## config.mk

```make
export PLATFORM = sky130hd
export DESIGN_NAME = ipr3_top
export DESIGN_NICKNAME = d
export VERILOG_FILES = /design/src/logic/ipr3_pkg.sv /design/src/logic/ipr3_level_decode.sv /design/src/logic/ipr3_top.sv
export VERILOG_INCLUDE_DIRS = /design/src /design/src/logic
export SDC_FILE = /design/constraint.sdc
export NUM_CORES = 1
export LEC_CHECK = 0
export ABC_AREA = 1
export BUFFER_PORTS_ARGS = -buffer_cell sky130_fd_sc_hd__buf_2
export CORE_UTILIZATION = 38
export CTS_BUF_LIST = sky130_fd_sc_hd__clkbuf_8
export CTS_CLUSTER_SIZE = 40
export DETAILED_ROUTE_END_ITERATION = 12
export PLACE_DENSITY = 0.79
export SYNTH_ARGS = -nofsm -noshare
export SYNTH_HDL_FRONTEND = slang
export SYNTH_SLANG_ARGS = --single-unit
```

## constraint.sdc

```tcl
create_clock -name hclk -period 1 [get_ports hclk]
set_input_delay 0.2 -clock hclk [delete_from_list [all_inputs] [get_ports hclk]]
set_output_delay 0.2 -clock hclk [all_outputs]
set_load 0.03 [all_outputs]
```

## src/logic/ipr3_params.svh

```systemverilog
// Offsets, field positions, reset values and codes of the priority register
`ifndef IPR3_PARAMS_SVH
`define IPR3_PARAMS_SVH
`define IPR3_CTRL_OFFSET 32'h0000_0000
`define IPR3_CN_LSB 12
`define IPR3_CM_LSB 8
`define IPR3_SM_LSB 4
`define IPR3_SS_LSB 0
`define IPR3_FIELD_RESET 3'h4
`define IPR3_CODE_OFF 3'h0
`define IPR3_REG_MASK 16'h7777
`define IPR3_REG_RESET 16'h4444
`define IPR3_ADDR_LSBS 2
`endif

```

## src/logic/ipr3_pkg.sv

```systemverilog
// Types shared by the priority register block
package ipr3_pkg;
  typedef logic [2:0] ipr3_level_t;
  typedef logic [15:0] ipr3_word_t;
  typedef enum logic {IPR3_IDLE, IPR3_WRITE} ipr3_phase_t;
endpackage : ipr3_pkg

```

## src/logic/ipr3_level_decode.sv

```systemverilog
// Turns one priority field and its source request into a level and a request
`timescale 1ns/1ns
`default_nettype none
`include "ipr3_params.svh"
module ipr3_level_decode (
  // Clock and reset
  input wire logic hclk,
  input wire logic hresetn,
  // Field and source
  input wire ipr3_pkg::ipr3_level_t code,
  input wire logic src_req,
  // Result
  output logic req_out,
  output ipr3_pkg::ipr3_level_t level_out
);
  logic req_reg;
  logic req_next;
  ipr3_pkg::ipr3_level_t level_reg;
  ipr3_pkg::ipr3_level_t level_next;

  always_comb begin
    // Code maps straight onto levels 1..7; zero disables
    level_next = code;
    req_next = src_req && (code != `IPR3_CODE_OFF);
  end

  always_ff @(posedge hclk or negedge hresetn) begin
    if (!hresetn) begin
      req_reg <= 1'b0;
      level_reg <= `IPR3_FIELD_RESET;
    end else begin
      req_reg <= req_next;
      level_reg <= level_next;
    end
  end

  assign req_out = req_reg;
  assign level_out = level_reg;

  property p_off_no_req;
    @(posedge hclk) disable iff (!hresetn)
    (code == `IPR3_CODE_OFF) |=> !req_reg;
  endproperty
  a_off_no_req: assert property (p_off_no_req) else $error("disabled source requested");

  property p_level_follows;
    @(posedge hclk) disable iff (!hresetn)
    (code != `IPR3_CODE_OFF) && src_req |=> req_reg && (level_reg == $past(code));
  endproperty
  a_level_follows: assert property (p_level_follows) else $error("level not taken from code");

  property p_top_level;
    @(posedge hclk) disable iff (!hresetn)
    (code == 3'h7) |=> (level_reg == 3'h7);
  endproperty
  a_top_level: assert property (p_top_level) else $error("code 7 not level 7");
endmodule : ipr3_level_decode
`default_nettype wire

```

## src/logic/ipr3_top.sv

```systemverilog
// AHB-Lite priority control register three with per-source level outputs
// ----------------------------------------
// Functional notes
// - Change-notify priority field in bits 14:12, reset 100
// - Comparator priority field in bits 10:8, reset 100
// - Serial master priority field bits 6:4, reset 100
// - Serial slave priority field bits 2:0, reset 100
// - Code 111 gives level 7, highest
// - Code 001 is level 1; others linear
// - Code 000 disables the source entirely
// - Bits 15, 11, 7, 3 read zero, unwritable
// ----------------------------------------
//
// The implementer's own choices: register access over AHB-Lite and the register offsets.
`timescale 1ns/1ns
`default_nettype none
`include "ipr3_params.svh"
module ipr3_top (
  // Clock and reset
  input wire logic hclk,
  input wire logic hresetn,
  // AHB-Lite slave
  input wire logic hsel,
  input wire logic [31:0] haddr,
  input wire logic [1:0] htrans,
  input wire logic hwrite,
  input wire logic [2:0] hsize,
  input wire logic [31:0] hwdata,
  input wire logic hready,
  output logic [31:0] hrdata,
  output logic hreadyout,
  output logic hresp,
  // Source requests, same clock
  input wire logic [3:0] src_req,
  // Per-source request and level, order cn, cm, sm, ss
  output logic [3:0] prio_req,
  output logic [11:0] prio_level
);
  // ----------------------------------------
  // Bus phase tracking
  // ----------------------------------------
  ipr3_pkg::ipr3_phase_t phase_reg;
  ipr3_pkg::ipr3_phase_t phase_next;
  logic hit_reg;
  logic hit_next;
  logic addr_hit;
  logic take;

  assign take = hsel && hready && htrans[1];
  assign addr_hit = (haddr[31:`IPR3_ADDR_LSBS] == 30'(`IPR3_CTRL_OFFSET >> `IPR3_ADDR_LSBS));

  always_comb begin
    phase_next = ipr3_pkg::IPR3_IDLE;
    hit_next = 1'b0;
    if (take) begin
      hit_next = addr_hit;
      if (hwrite) begin
        phase_next = ipr3_pkg::IPR3_WRITE;
      end
    end
  end

  // ----------------------------------------
  // Priority register
  // ----------------------------------------
  ipr3_pkg::ipr3_word_t prio_reg;
  ipr3_pkg::ipr3_word_t prio_next;
  logic [31:0] rdata_reg;
  logic [31:0] rdata_next;

  always_comb begin
    prio_next = prio_reg;
    if (phase_reg == ipr3_pkg::IPR3_WRITE && hit_reg) begin
      prio_next = hwdata[15:0] & `IPR3_REG_MASK;
    end
    rdata_next = 32'h0000_0000;
    if (take && !hwrite && addr_hit) begin
      rdata_next = {16'h0000, prio_next & `IPR3_REG_MASK};
    end
  end

  always_ff @(posedge hclk or negedge hresetn) begin
    if (!hresetn) begin
      phase_reg <= ipr3_pkg::IPR3_IDLE;
      hit_reg <= 1'b0;
      prio_reg <= `IPR3_REG_RESET;
      rdata_reg <= 32'h0000_0000;
    end else begin
      phase_reg <= phase_next;
      hit_reg <= hit_next;
      prio_reg <= prio_next;
      rdata_reg <= rdata_next;
    end
  end

  assign hrdata = rdata_reg;
  assign hreadyout = 1'b1;
  assign hresp = 1'b0;

  // ----------------------------------------
  // Level decode per source
  // ----------------------------------------
  ipr3_level_decode u_cn (
    .hclk(hclk),
    .hresetn(hresetn),
    .code(prio_reg[`IPR3_CN_LSB +: 3]),
    .src_req(src_req[3]),
    .req_out(prio_req[3]),
    .level_out(prio_level[11:9])
  );
  ipr3_level_decode u_cm (
    .hclk(hclk),
    .hresetn(hresetn),
    .code(prio_reg[`IPR3_CM_LSB +: 3]),
    .src_req(src_req[2]),
    .req_out(prio_req[2]),
    .level_out(prio_level[8:6])
  );
  ipr3_level_decode u_sm (
    .hclk(hclk),
    .hresetn(hresetn),
    .code(prio_reg[`IPR3_SM_LSB +: 3]),
    .src_req(src_req[1]),
    .req_out(prio_req[1]),
    .level_out(prio_level[5:3])
  );
  ipr3_level_decode u_ss (
    .hclk(hclk),
    .hresetn(hresetn),
    .code(prio_reg[`IPR3_SS_LSB +: 3]),
    .src_req(src_req[0]),
    .req_out(prio_req[0]),
    .level_out(prio_level[2:0])
  );

  // ----------------------------------------
  // Checks
  // ----------------------------------------
  property p_unimpl_zero;
    @(posedge hclk) disable iff (!hresetn)
    (prio_reg & ~`IPR3_REG_MASK) == 16'h0000 && hrdata[31:16] == 16'h0000 && (hrdata[15:0] & 16'h8888) == 16'h0000;
  endproperty
  a_unimpl_zero: assert property (p_unimpl_zero) else $error("unimplemented bit set");

  property p_write_cn;
    @(posedge hclk) disable iff (!hresetn)
    (phase_reg == ipr3_pkg::IPR3_WRITE && hit_reg) |=> prio_reg[14:12] == $past(hwdata[14:12]);
  endproperty
  a_write_cn: assert property (p_write_cn) else $error("change-notify field not written");

  property p_write_cm;
    @(posedge hclk) disable iff (!hresetn)
    (phase_reg == ipr3_pkg::IPR3_WRITE && hit_reg) |=> prio_reg[10:8] == $past(hwdata[10:8]);
  endproperty
  a_write_cm: assert property (p_write_cm) else $error("comparator field not written");

  property p_write_sm;
    @(posedge hclk) disable iff (!hresetn)
    (phase_reg == ipr3_pkg::IPR3_WRITE && hit_reg) |=> prio_reg[6:4] == $past(hwdata[6:4]);
  endproperty
  a_write_sm: assert property (p_write_sm) else $error("serial master field not written");

  property p_write_ss;
    @(posedge hclk) disable iff (!hresetn)
    (phase_reg == ipr3_pkg::IPR3_WRITE && hit_reg) |=> prio_reg[2:0] == $past(hwdata[2:0]);
  endproperty
  a_write_ss: assert property (p_write_ss) else $error("serial slave field not written");

  property p_read_back;
    @(posedge hclk) disable iff (!hresetn)
    take && !hwrite && addr_hit && phase_reg == ipr3_pkg::IPR3_IDLE |=> hrdata == {16'h0000, prio_reg};
  endproperty
  a_read_back: assert property (p_read_back) else $error("read data wrong");

  property p_hold;
    @(posedge hclk) disable iff (!hresetn)
    phase_reg != ipr3_pkg::IPR3_WRITE |=> prio_reg == $past(prio_reg);
  endproperty
  a_hold: assert property (p_hold) else $error("register changed without write");

  property p_ss_off;
    @(posedge hclk) disable iff (!hresetn)
    prio_reg[2:0] == 3'h0 ##1 prio_reg[2:0] == 3'h0 |-> !prio_req[0];
  endproperty
  a_ss_off: assert property (p_ss_off) else $error("disabled slave source requested");

  property p_cn_top;
    @(posedge hclk) disable iff (!hresetn)
    prio_reg[14:12] == 3'h7 |=> prio_level[11:9] == 3'h7;
  endproperty
  a_cn_top: assert property (p_cn_top) else $error("level 7 not reported");

  property p_cm_top;
    @(posedge hclk) disable iff (!hresetn)
    prio_reg[10:8] == 3'h7 |=> prio_level[8:6] == 3'h7;
  endproperty
  a_cm_top: assert property (p_cm_top) else $error("comparator level 7 not reported");

  property p_sm_top;
    @(posedge hclk) disable iff (!hresetn)
    prio_reg[6:4] == 3'h7 |=> prio_level[5:3] == 3'h7;
  endproperty
  a_sm_top: assert property (p_sm_top) else $error("serial master level 7 not reported");

  property p_ss_top;
    @(posedge hclk) disable iff (!hresetn)
    prio_reg[2:0] == 3'h7 |=> prio_level[2:0] == 3'h7;
  endproperty
  a_ss_top: assert property (p_ss_top) else $error("serial slave level 7 not reported");

  property p_cn_low;
    @(posedge hclk) disable iff (!hresetn)
    prio_reg[14:12] == 3'h1 |=> prio_level[11:9] == 3'h1;
  endproperty
  a_cn_low: assert property (p_cn_low) else $error("change-notify level 1 not reported");

  property p_cm_low;
    @(posedge hclk) disable iff (!hresetn)
    prio_reg[10:8] == 3'h1 |=> prio_level[8:6] == 3'h1;
  endproperty
  a_cm_low: assert property (p_cm_low) else $error("comparator level 1 not reported");

  property p_sm_low;
    @(posedge hclk) disable iff (!hresetn)
    prio_reg[6:4] == 3'h1 |=> prio_level[5:3] == 3'h1;
  endproperty
  a_sm_low: assert property (p_sm_low) else $error("serial master level 1 not reported");

  property p_ss_low;
    @(posedge hclk) disable iff (!hresetn)
    prio_reg[2:0] == 3'h1 |=> prio_level[2:0] == 3'h1;
  endproperty
  a_ss_low: assert property (p_ss_low) else $error("serial slave level 1 not reported");

  property p_cn_off;
    @(posedge hclk) disable iff (!hresetn)
    prio_reg[14:12] == 3'h0 |=> !prio_req[3];
  endproperty
  a_cn_off: assert property (p_cn_off) else $error("disabled change-notify source requested");

  property p_cm_off;
    @(posedge hclk) disable iff (!hresetn)
    prio_reg[10:8] == 3'h0 |=> !prio_req[2];
  endproperty
  a_cm_off: assert property (p_cm_off) else $error("disabled comparator source requested");

  property p_sm_off;
    @(posedge hclk) disable iff (!hresetn)
    prio_reg[6:4] == 3'h0 |=> !prio_req[1];
  endproperty
  a_sm_off: assert property (p_sm_off) else $error("disabled serial master source requested");

  property p_reset_cn;
    @(posedge hclk) disable iff (!hresetn)
    $rose(hresetn) |-> prio_reg[`IPR3_CN_LSB +: 3] == `IPR3_FIELD_RESET;
  endproperty
  a_reset_cn: assert property (p_reset_cn) else $error("change-notify field reset wrong");

  property p_reset_cm;
    @(posedge hclk) disable iff (!hresetn)
    $rose(hresetn) |-> prio_reg[`IPR3_CM_LSB +: 3] == `IPR3_FIELD_RESET;
  endproperty
  a_reset_cm: assert property (p_reset_cm) else $error("comparator field reset wrong");

  property p_reset_sm;
    @(posedge hclk) disable iff (!hresetn)
    $rose(hresetn) |-> prio_reg[`IPR3_SM_LSB +: 3] == `IPR3_FIELD_RESET;
  endproperty
  a_reset_sm: assert property (p_reset_sm) else $error("serial master field reset wrong");

  property p_reset_ss;
    @(posedge hclk) disable iff (!hresetn)
    $rose(hresetn) |-> prio_reg[`IPR3_SS_LSB +: 3] == `IPR3_FIELD_RESET;
  endproperty
  a_reset_ss: assert property (p_reset_ss) else $error("serial slave field reset wrong");

  property p_en_cn;
    @(posedge hclk) disable iff (!hresetn)
    prio_reg[14:12] != 3'h0 && src_req[3] |=> prio_req[3] && prio_level[11:9] == $past(prio_reg[14:12]);
  endproperty
  a_en_cn: assert property (p_en_cn) else $error("change-notify field not routed");

  property p_en_cm;
    @(posedge hclk) disable iff (!hresetn)
    prio_reg[10:8] != 3'h0 && src_req[2] |=> prio_req[2] && prio_level[8:6] == $past(prio_reg[10:8]);
  endproperty
  a_en_cm: assert property (p_en_cm) else $error("comparator field not routed");

  property p_en_sm;
    @(posedge hclk) disable iff (!hresetn)
    prio_reg[6:4] != 3'h0 && src_req[1] |=> prio_req[1] && prio_level[5:3] == $past(prio_reg[6:4]);
  endproperty
  a_en_sm: assert property (p_en_sm) else $error("serial master field not routed");

  property p_en_ss;
    @(posedge hclk) disable iff (!hresetn)
    prio_reg[2:0] != 3'h0 && src_req[0] |=> prio_req[0] && prio_level[2:0] == $past(prio_reg[2:0]);
  endproperty
  a_en_ss: assert property (p_en_ss) else $error("serial slave field not routed");

  property p_read_idle;
    @(posedge hclk) disable iff (!hresetn)
    !(take && !hwrite && addr_hit) |=> hrdata == 32'h0000_0000;
  endproperty
  a_read_idle: assert property (p_read_idle) else $error("read data outside data phase");

  c_write: cover property (@(posedge hclk) disable iff (!hresetn) phase_reg == ipr3_pkg::IPR3_WRITE && hit_reg);
  c_read: cover property (@(posedge hclk) disable iff (!hresetn) take && !hwrite && addr_hit);
  c_off: cover property (@(posedge hclk) disable iff (!hresetn) prio_reg[14:12] == 3'h0 && src_req[3]);
  c_top: cover property (@(posedge hclk) disable iff (!hresetn) prio_req[1] && prio_level[5:3] == 3'h7);
  c_low: cover property (@(posedge hclk) disable iff (!hresetn) prio_req[0] && prio_level[2:0] == 3'h1);
endmodule : ipr3_top
`default_nettype wire

```

==> flow_summary.json, run 1 <==
{
  "status": "complete, but fails checks",
  "violations": "DRC, setup timing",
  "htree_levels": 2,
  "start_kind": "register",
  "clk_path_buf_depth": 2,
  "ff_latch_area_mm2": 0.00106,
  "routedWlPerCell_um": 12.5,
  "critPathArrivalTime_ns": 0.96,
  "synth_cell_type_count": 17,
  "fin_area_mm2": 0.00276,
  "numCtsBuffers": 5,
  "grt_max_degree": 43,
  "holdPathStages": 3,
  "portBuffers": 79,
  "path_class": "reg2out",
  "die_height_um": 71.0,
  "finalSetupViolCount": 31,
  "syn_area_per_cell_um2": 9.61,
  "fin_skew_ns": 0.00891,
  "syn2layout_area_growth_pct": 53.0,
  "ios": 128,
  "syn_area_mm2": 0.00181,
  "fin_ws_ns": -0.160,
  "crit_slowest_cell": "dfstp_2",
  "place_congestion": 0.696,
  "rsz0062_at_grt": "yes",
  "seq_area_frac_synth": 0.587,
  "maxSlewViolCount": 0,
  "cp_slowest_stage_delay_ns": 0.54,
  "maxCapViolations": 0,
  "clk-insertion-delay-late_ns": 0.29,
  "cts_tree": "yes",
  "finalHoldViolations": 0,
  "first_pass_iters": 10,
  "core_mm2": 0.00447,
  "multi_input_area_um2": 619,
  "ff2ff_path_depth": 6,
  "cts_sinks": 42,
  "insertedDiodeCount": 0,
  "cts_root_buf": "clkbuf_8",
  "nNetsFinal": 357,
  "yosysWarnings": 0,
  "dpl.hpwl_um": 2170,
  "num_rows": 24,
  "required_ns": 0.80,
  "die_x_um": 71.0,
  "end_kind": "primary output",
  "fin_cells": 332,
  "fin_crit_sh": 1.16,
  "dieArea_mm2": 0.00503,
  "p_per_area_mw_per_mm2": 1220,
  "nFillCells": 331,
  "tns_ns": -1.18,
  "synth-seq-cells": 42,
  "drt-total-wl_um": 4160,
  "dp_cells": 314,
  "first_global_vias": 1327,
  "critical_path.cell_chain": "buf_6",
  "worst-path-max-fanout": 1,
  "drcViolationCount": 8,
  "netlist_instances": 188,
  "min_period_ns": 1.16,
  "hp-class": "in2reg",
  "drt_iter0_drc": 69,
  "ir_drop_mv": 0.768,
  "hold_ws_ns": 0.122,
  "grt_first_pass_wirelength_um": 5690,
  "start_util": 0.404,
  "antenna_found_initial": 0,
  "track_usage": 0.148,
  "drtAntennaViolNets": 0,
  "place_area_mm2": 0.00218,
  "path_buf_inv": 1,
  "vias_per_cell": 4.23,
  "grt_overflow": 0,
  "drive_gt1_frac": 0.521,
  "route.vias.total": 1404,
  "clk_pin_slew_ns": 0.08,
  "worstSetupPathDepth": 1,
  "cpLargestDelayFamily": "flip-flops",
  "max_freq_ghz": 0.862,
  "p_leak_nw": 1.56
}
metal layers:
layer	wire length, um	GRT usage
met2	2460	0.292
met3	266	0.0399
met1	1370	0.153
met5	0	0
met4	54	0.0356
layout by cell type (no fill, tap or decap), types with 2 or more instances in the layout:
master / n
nand2_4: 13
conb_1: 22
buf_6: 30
o21ai_2: 7
o21ai_4: 5
nor2_1: 16
buf_12: 3
clkbuf_8: 5
o31a_1: 4
nand2_1: 12
dfstp_2: 8
inv_1: 41
buf_2: 51
dfrtp_1: 34
buf_4: 6
nand3_1: 2
nor2_2: 12
clkbuf_16: 2
inv_2: 2
power by group:
part | internal, mW | total [mW] | switching [mW]
clock | 0.727 | 1.30 | 0.574
combinational | 0.119 | 0.348 | 0.229
sequential | 1.71 | 1.71 | 0.00635
cell type report:
type	count	area share
multi-input combinational	96	0.224
sequential	42	0.384
tap	52	0.0235
timing repair buffer	93	0.274
clock inverter	3	0.0136
inverter	41	0.0557
clock buffer	5	0.0249
cell families (layout without fill, tap and decap cells):
group | count (synthesis) | count (layout) | synth area share
buf+inv | 70 | 142 | 0.210
flops | 42 | 42 | 0.587
other cells | 2 | 22 | 0.00416
compound gates | 16 | 16 | 0.0526
simple gates | 58 | 58 | 0.146
per-stage QoR:
step	setup slack, ns	total power [mW]	util
3_5_place_dp	-0.140	2.06	0.488
5_1_grt	-0.183	3.49	0.618
3_3_place_gp	-0.117	2.06	0.488
2_1_floorplan	0.0352	1.99	-
6_report	-0.160	3.36	0.618
4_1_cts	-0.154	3.32	0.556
Yosys cell counts, drive strengths merged:
cell	number	area, um2
and2	2	12.5
buf	29	225
conb	2	7.51
dfrtp	34	851
dfstp	8	210
inv	41	154
nand2	25	96.4
nand3	3	20.0
nor2	28	135
o21ai	12	60.1
o31a	4	35.0
what timing repair did:
item | in CTS | in global routing
endpoints found under the setup margin | 39 | 42
hold endpoints to repair | 34 | 0
gates cloned | 0 | 3
buffers inserted | 0 | 6
gates resized for setup | 68 | 42
hold buffers | 1 | 0
pin swaps | 0 | 12
worst paths after layout:
| kind | from | end | slack (ns) |
|---|---|---|---|
| max in group asynchronous | hresetn | u_cn.level_out[2] | 0.32 |
| max | u_sm.level_out[2] | prio_level[5] | -0.16 |
| max reg2reg | hit_reg | hrdata[4] | -0.09 |
| min | hwdata[6] | prio_reg[6] | 0.12 |
| min reg2reg | prio_reg[2] | u_ss.level_out[2] | 0.39 |
| min in group asynchronous | hresetn | u_cm.level_out[1] | 0.41 |
Power figures use the tool's default switching activity.
==> inputs of run 2 (changes only) <==
--- a/config.mk
+++ b/config.mk
@@ -8,6 +8,8 @@
 export LEC_CHECK = 0
 export ABC_AREA = 1
 export BUFFER_PORTS_ARGS = -buffer_cell sky130_fd_sc_hd__buf_2
+export CAP_MARGIN = 5
+export CORE_MARGIN = 8
 export CORE_UTILIZATION = 38
 export CTS_BUF_LIST = sky130_fd_sc_hd__clkbuf_8
 export CTS_CLUSTER_SIZE = 40
==> run 2 against run 1 <==
Against the previous run: the run ends with setup timing left; clock-buffer cell count did not move; global-route usage fell by 2.7 points; cell count rose by 0.30%; worst hold slack improved by 0.0026 ns; sequential cell count did not move; fmax rose by 0.74%; highest routed layer unchanged; final area rose by 1.2%; via count rose by 0.64%; worst setup slack improved by 0.0085 ns.
==> flow_summary.json, run 2 (synthesis results as in run 1) <==
{
  "status": "complete, but fails checks",
  "ff2ff_path_depth": 6,
  "dp_cells": 316,
  "cp_slowest_stage_delay_ns": 0.54,
  "violations": "setup timing",
  "path_buf_inv": 1,
  "final_common_cell": "buf_2",
  "use_met3": 0.0454,
  "track_usage": 0.121,
  "p_per_area_mw_per_mm2": 1210,
  "tns_ns": -1.33,
  "met1_usage": 0.120,
  "cpLargestDelayFamily": "flip-flops",
  "end_kind": "primary output",
  "nNetsFinal": 356,
  "fin_cells": 333,
  "power.total_mw": 3.38,
  "first_pass_iters": 4,
  "critical_path.cell_chain": "buf_6",
  "die_x_um": 85.0,
  "portBuffers": 79,
  "ir_drop_mv": 0.888,
  "worstHoldEndpoint": "prio_reg[6]",
  "grt_overflow": 0,
  "route.vias.total": 1413,
  "vias_per_cell": 4.24,
  "insertedDiodeCount": 0,
  "syn2layout_area_growth_pct": 54.8,
  "maxCapViolations": 0,
  "r2r_setup_slack_ns": -0.05,
  "core_mm2": 0.00466,
  "drtAntennaViolNets": 0,
  "grtUsageMet2": 0.217,
  "required_ns": 0.80,
  "max_freq_ghz": 0.868,
  "grt_max_degree": 18,
  "grt_first_pass_wirelength_um": 6860,
  "clk-insertion-delay-late_ns": 0.29,
  "first_global_vias": 1558,
  "drt_iter0_drc": 25,
  "dieArea_mm2": 0.00722,
  "nFillCells": 362,
  "routedWlPerCell_um": 14.2,
  "place_congestion": 0.730,
  "dpl.hpwl_um": 3150,
  "min_period_ns": 1.15,
  "clk_path_buf_depth": 2,
  "start_util": 0.388,
  "htree_levels": 2,
  "pwr-share-clk": 0.386,
  "drcViolationCount": 0,
  "rr_startpoint": "phase_reg",
  "power.switching_mw": 0.811,
  "start_kind": "register",
  "fin_area_mm2": 0.00280,
  "p_int_mw": 2.57,
  "drt-total-wl_um": 4710,
  "ios": 128,
  "holdPathStages": 3,
  "layout_common_cells": "51 x buf_2, 37 x inv_1, 34 x dfrtp_1, 31 x buf_6, 22 x conb_1",
  "fin_crit_sh": 1.15,
  "die_height_um": 85.0,
  "cts_sinks": 42,
  "clk_pin_slew_ns": 0.07,
  "fin_skew_ns": 0.00823,
  "hold_start": "hwdata[6]",
  "path_class": "reg2out",
  "cts_tree": "yes",
  "rsz0062_at_grt": "yes",
  "dp_slack_ns": -0.175,
  "worst-path-max-fanout": 1,
  "power_frac_seq": 0.507,
  "num_rows": 25,
  "hp-class": "in2reg",
  "switching_share": 0.240,
  "cts_root_buf": "clkbuf_8",
  "drive_gt1_frac": 0.534,
  "crit_slowest_cell": "dfstp_2",
  "top_usage_layer": "met2",
  "fin_ws_ns": -0.152,
  "antenna_found_initial": 0,
  "critPathArrivalTime_ns": 0.95,
  "finalHoldViolations": 0,
  "p_comb_frac": 0.107,
  "p_leak_nw": 1.56,
  "maxSlewViolCount": 0,
  "numCtsBuffers": 5,
  "place_area_mm2": 0.00220,
  "r2r-end": "hrdata[10]",
  "finalSetupViolCount": 41
}
[run 2: cell types whose count changed in the layout (fill, tap and decap cells not counted), sizes merged]
cell / change
clkinvlp: +1
inv: -1
clkbuf: -1
[run 2: worst max-delay path by stage]
stage,cells past startpoint,end,start,slack (ns)
3_5_place_dp,9,hrdata[14],haddr[14],-0.17
3_3_place_gp,9,hrdata[14],haddr[14],-0.14
6_report,1,prio_level[5],u_sm.level_out[2],-0.15
2_1_floorplan,4,hrdata[13],phase_reg,0.04
4_1_cts,1,prio_level[5],u_sm.level_out[2],-0.18
5_1_grt,1,prio_level[5],u_sm.level_out[2],-0.17
[run 2: power by group through the flow]
stage	Clock, mW	Combinational [mW]	Sequential (mW)
2_1_floorplan	0	0.248	1.74
5_1_grt	1.40	0.396	1.71
3_3_place_gp	0	0.326	1.74
4_1_cts	1.32	0.352	1.71
6_report	1.30	0.361	1.71
3_5_place_dp	0	0.331	1.74
[run 2: cell type report]
| class | count | area [um2] | area share |
|---|---|---|---|
| Multi-Input combinational cell | 96 | 614 | 0.220 |
| Sequential cell | 42 | 1060 | 0.379 |
| Clock inverter | 3 | 41.3 | 0.0148 |
| Inverter | 41 | 154 | 0.0550 |
| Timing Repair Buffer | 92 | 790 | 0.282 |
| Clock buffer | 5 | 68.8 | 0.0246 |
| Tap cell | 54 | 67.6 | 0.0242 |
[run 2: worst register-to-register path, cell delays in order (launching register included)]
cell	delay, ns
dfrtp_1	0.40
nand2_4	0.16
buf_16	0.16
nand2_4	0.05
o21ai_2	0.07
inv_1	0.08
nor2_2	0.08
[run 2: per-layer routing]
layer | routed length (um) | vias up
met5 | 0 | -
met3 | 322 | 6
met4 | 67 | 0
met2 | 2490 | 76
met1 | 1840 | 651
li1 | - | 680
[run 2: metrics by stage]
step	hold slack (ns)	utilization
5_1_grt	0.116	0.600
6_report	0.124	0.600
3_3_place_gp	0.106	0.472
3_5_place_dp	0.113	0.472
4_1_cts	0.113	0.572
2_1_floorplan	-0.0956	-
[run 2: what timing repair did]
action	in CTS	in global routing
hold buffers	1	0
resized for setup	95	20
hold endpoints to repair	10	0
gates cloned	2	1
setup buffers	3	2
setup endpoints to repair	38	44
pin swaps	11	5
==> inputs of run 3 (changes only) <==
--- a/config.mk
+++ b/config.mk
@@ -15,6 +15,7 @@
 export CTS_CLUSTER_SIZE = 40
 export DETAILED_ROUTE_END_ITERATION = 12
 export PLACE_DENSITY = 0.79
+export SKIP_LAST_GASP = 1
 export SYNTH_ARGS = -nofsm -noshare
 export SYNTH_HDL_FRONTEND = slang
 export SYNTH_SLANG_ARGS = --single-unit
==> run 3 against run 2 <==
Against the previous run: the run still ends with setup timing left; clock-buffer cell count unchanged; critical endpoint is now prio_level[2]; final area unchanged; highest routed layer unchanged; cell count increased by 0.30%; largest power group unchanged; utilization unchanged; combinational power about the same.
==> flow_summary.json, run 3 (synthesis results as in run 1) <==
{
  "layout_common_cells": "51 x buf_2, 37 x inv_1, 34 x dfrtp_1, 31 x buf_6, 22 x conb_1",
  "antenna_found_initial": 0,
  "status": "complete, but fails checks",
  "use_met3": 0.0463,
  "path_buf_inv": 1,
  "fin_crit_sh": 1.17,
  "drtAntennaViolNets": 0,
  "violations": "setup timing",
  "route.vias.total": 1434,
  "cpLargestDelayFamily": "flip-flops",
  "path_class": "reg2out",
  "worst-path-max-fanout": 1,
  "numCtsBuffers": 5,
  "die_x_um": 85.0,
  "grt_overflow": 0,
  "drcViolationCount": 0,
  "num_rows": 25,
  "core_mm2": 0.00466,
  "tns_ns": -1.89,
  "dp_slack_ns": -0.175,
  "first_global_vias": 1564,
  "r2r_setup_slack_ns": -0.09,
  "final_common_cell": "buf_2",
  "final_core_util": 0.600,
  "ios": 128,
  "ir_drop_mv": 0.842,
  "critical_path.cell_chain": "buf_6",
  "top_usage_layer": "met2",
  "finalSetupViolCount": 44,
  "worstSetupPathDepth": 1,
  "dieArea_mm2": 0.00722,
  "clk_path_buf_depth": 2,
  "start_util": 0.388,
  "max_freq_ghz": 0.854,
  "drt-total-wl_um": 5030,
  "nNetsFinal": 357,
  "critPathArrivalTime_ns": 0.97,
  "syn2layout_area_growth_pct": 54.8,
  "p_per_area_mw_per_mm2": 1210,
  "fin_cells": 334,
  "first_pass_iters": 4,
  "track_usage": 0.125,
  "htree_levels": 2,
  "grt_max_degree": 18,
  "maxSlewViolCount": 0,
  "drt_iter0_drc": 41,
  "cts_tree": "yes",
  "portBuffers": 79,
  "clk_pin_slew_ns": 0.09,
  "finalHoldViolations": 0,
  "grt_first_pass_wirelength_um": 7070,
  "insertedDiodeCount": 0,
  "drive_gt1_frac": 0.532,
  "cp_slowest_stage_delay_ns": 0.54,
  "die_height_um": 85.0,
  "crit_slowest_cell": "dfstp_2",
  "start_kind": "register",
  "maxCapViolations": 0,
  "vias_per_cell": 4.29,
  "hp-class": "in2reg",
  "place_congestion": 0.730,
  "dp_cells": 316,
  "fin_ws_ns": -0.171,
  "ff2ff_path_depth": 7,
  "cts_root_buf": "clkbuf_8",
  "met1_usage": 0.119,
  "cts_sinks": 42,
  "min_period_ns": 1.17,
  "end_kind": "primary output",
  "holdPathStages": 3,
  "clk-insertion-delay-late_ns": 0.30,
  "p_leak_nw": 1.57,
  "routedWlPerCell_um": 15.1,
  "required_ns": 0.80,
  "dpl.hpwl_um": 3150,
  "fin_skew_ns": 0.0116,
  "grtUsageMet2": 0.232,
  "rsz0062_at_grt": "yes"
}
run 3: cell types whose count changed in the layout (fill, tap and decap cells not counted), sizes merged:
cell | previous run | this run
buf | 90 | 91
run 3: final timing paths:
path,from,to
worst max register to register,phase_reg,hrdata[8]
min in group asynchronous,hresetn,hrdata[4]
worst min register to register,prio_reg[14],u_cn.level_out[2]
worst min-delay path,hwrite,phase_reg
worst max-delay path,u_ss.level_out[2],prio_level[2]
max in group asynchronous,hresetn,u_sm.level_out[2]
run 3: layout make-up:
class	instances	area, um2
Multi-Input combinational cell	96	607
Clock inverter	3	41.3
Fill cell	351	1860
Inverter	41	154
Timing Repair Buffer	93	797
Clock buffer	5	68.8
Tap cell	54	67.6
Sequential cell	42	1060
run 3: repair_timing:
action                     4_1_cts  5_1_grt
setup buffers                    3        3
gates resized for setup         88       25
setup endpoints to repair       38       44
pin swaps                        9        6
gates cloned                     2        1
hold buffers                     1        0
hold endpoints to repair        10        0
run 3: power breakdown:
part | switching [mW] | internal (mW)
logic | 0.238 | 0.126
registers | 0.00476 | 1.71
clock network | 0.586 | 0.735
total | 0.829 | 2.57
run 3: routing by layer:
| metal | share of wire | up-vias |
|---|---|---|
| met5 | 0 | - |
| met4 | 0.014 | 0 |
| met3 | 0.074 | 5 |
| met2 | 0.55 | 80 |
| met1 | 0.36 | 669 |
| li1 | - | 680 |
run 3: metrics by stage:
step                      hold slack [ns]  total power, mW  cell area [um2]
after global placement              0.106             2.07             2200
after CTS                           0.113             3.38             2650
after detailed placement            0.113             2.07             2200
after floorplan                   -0.0956             1.99             1880
after global routing                0.118             3.54             2800
final                               0.124             3.40             2800
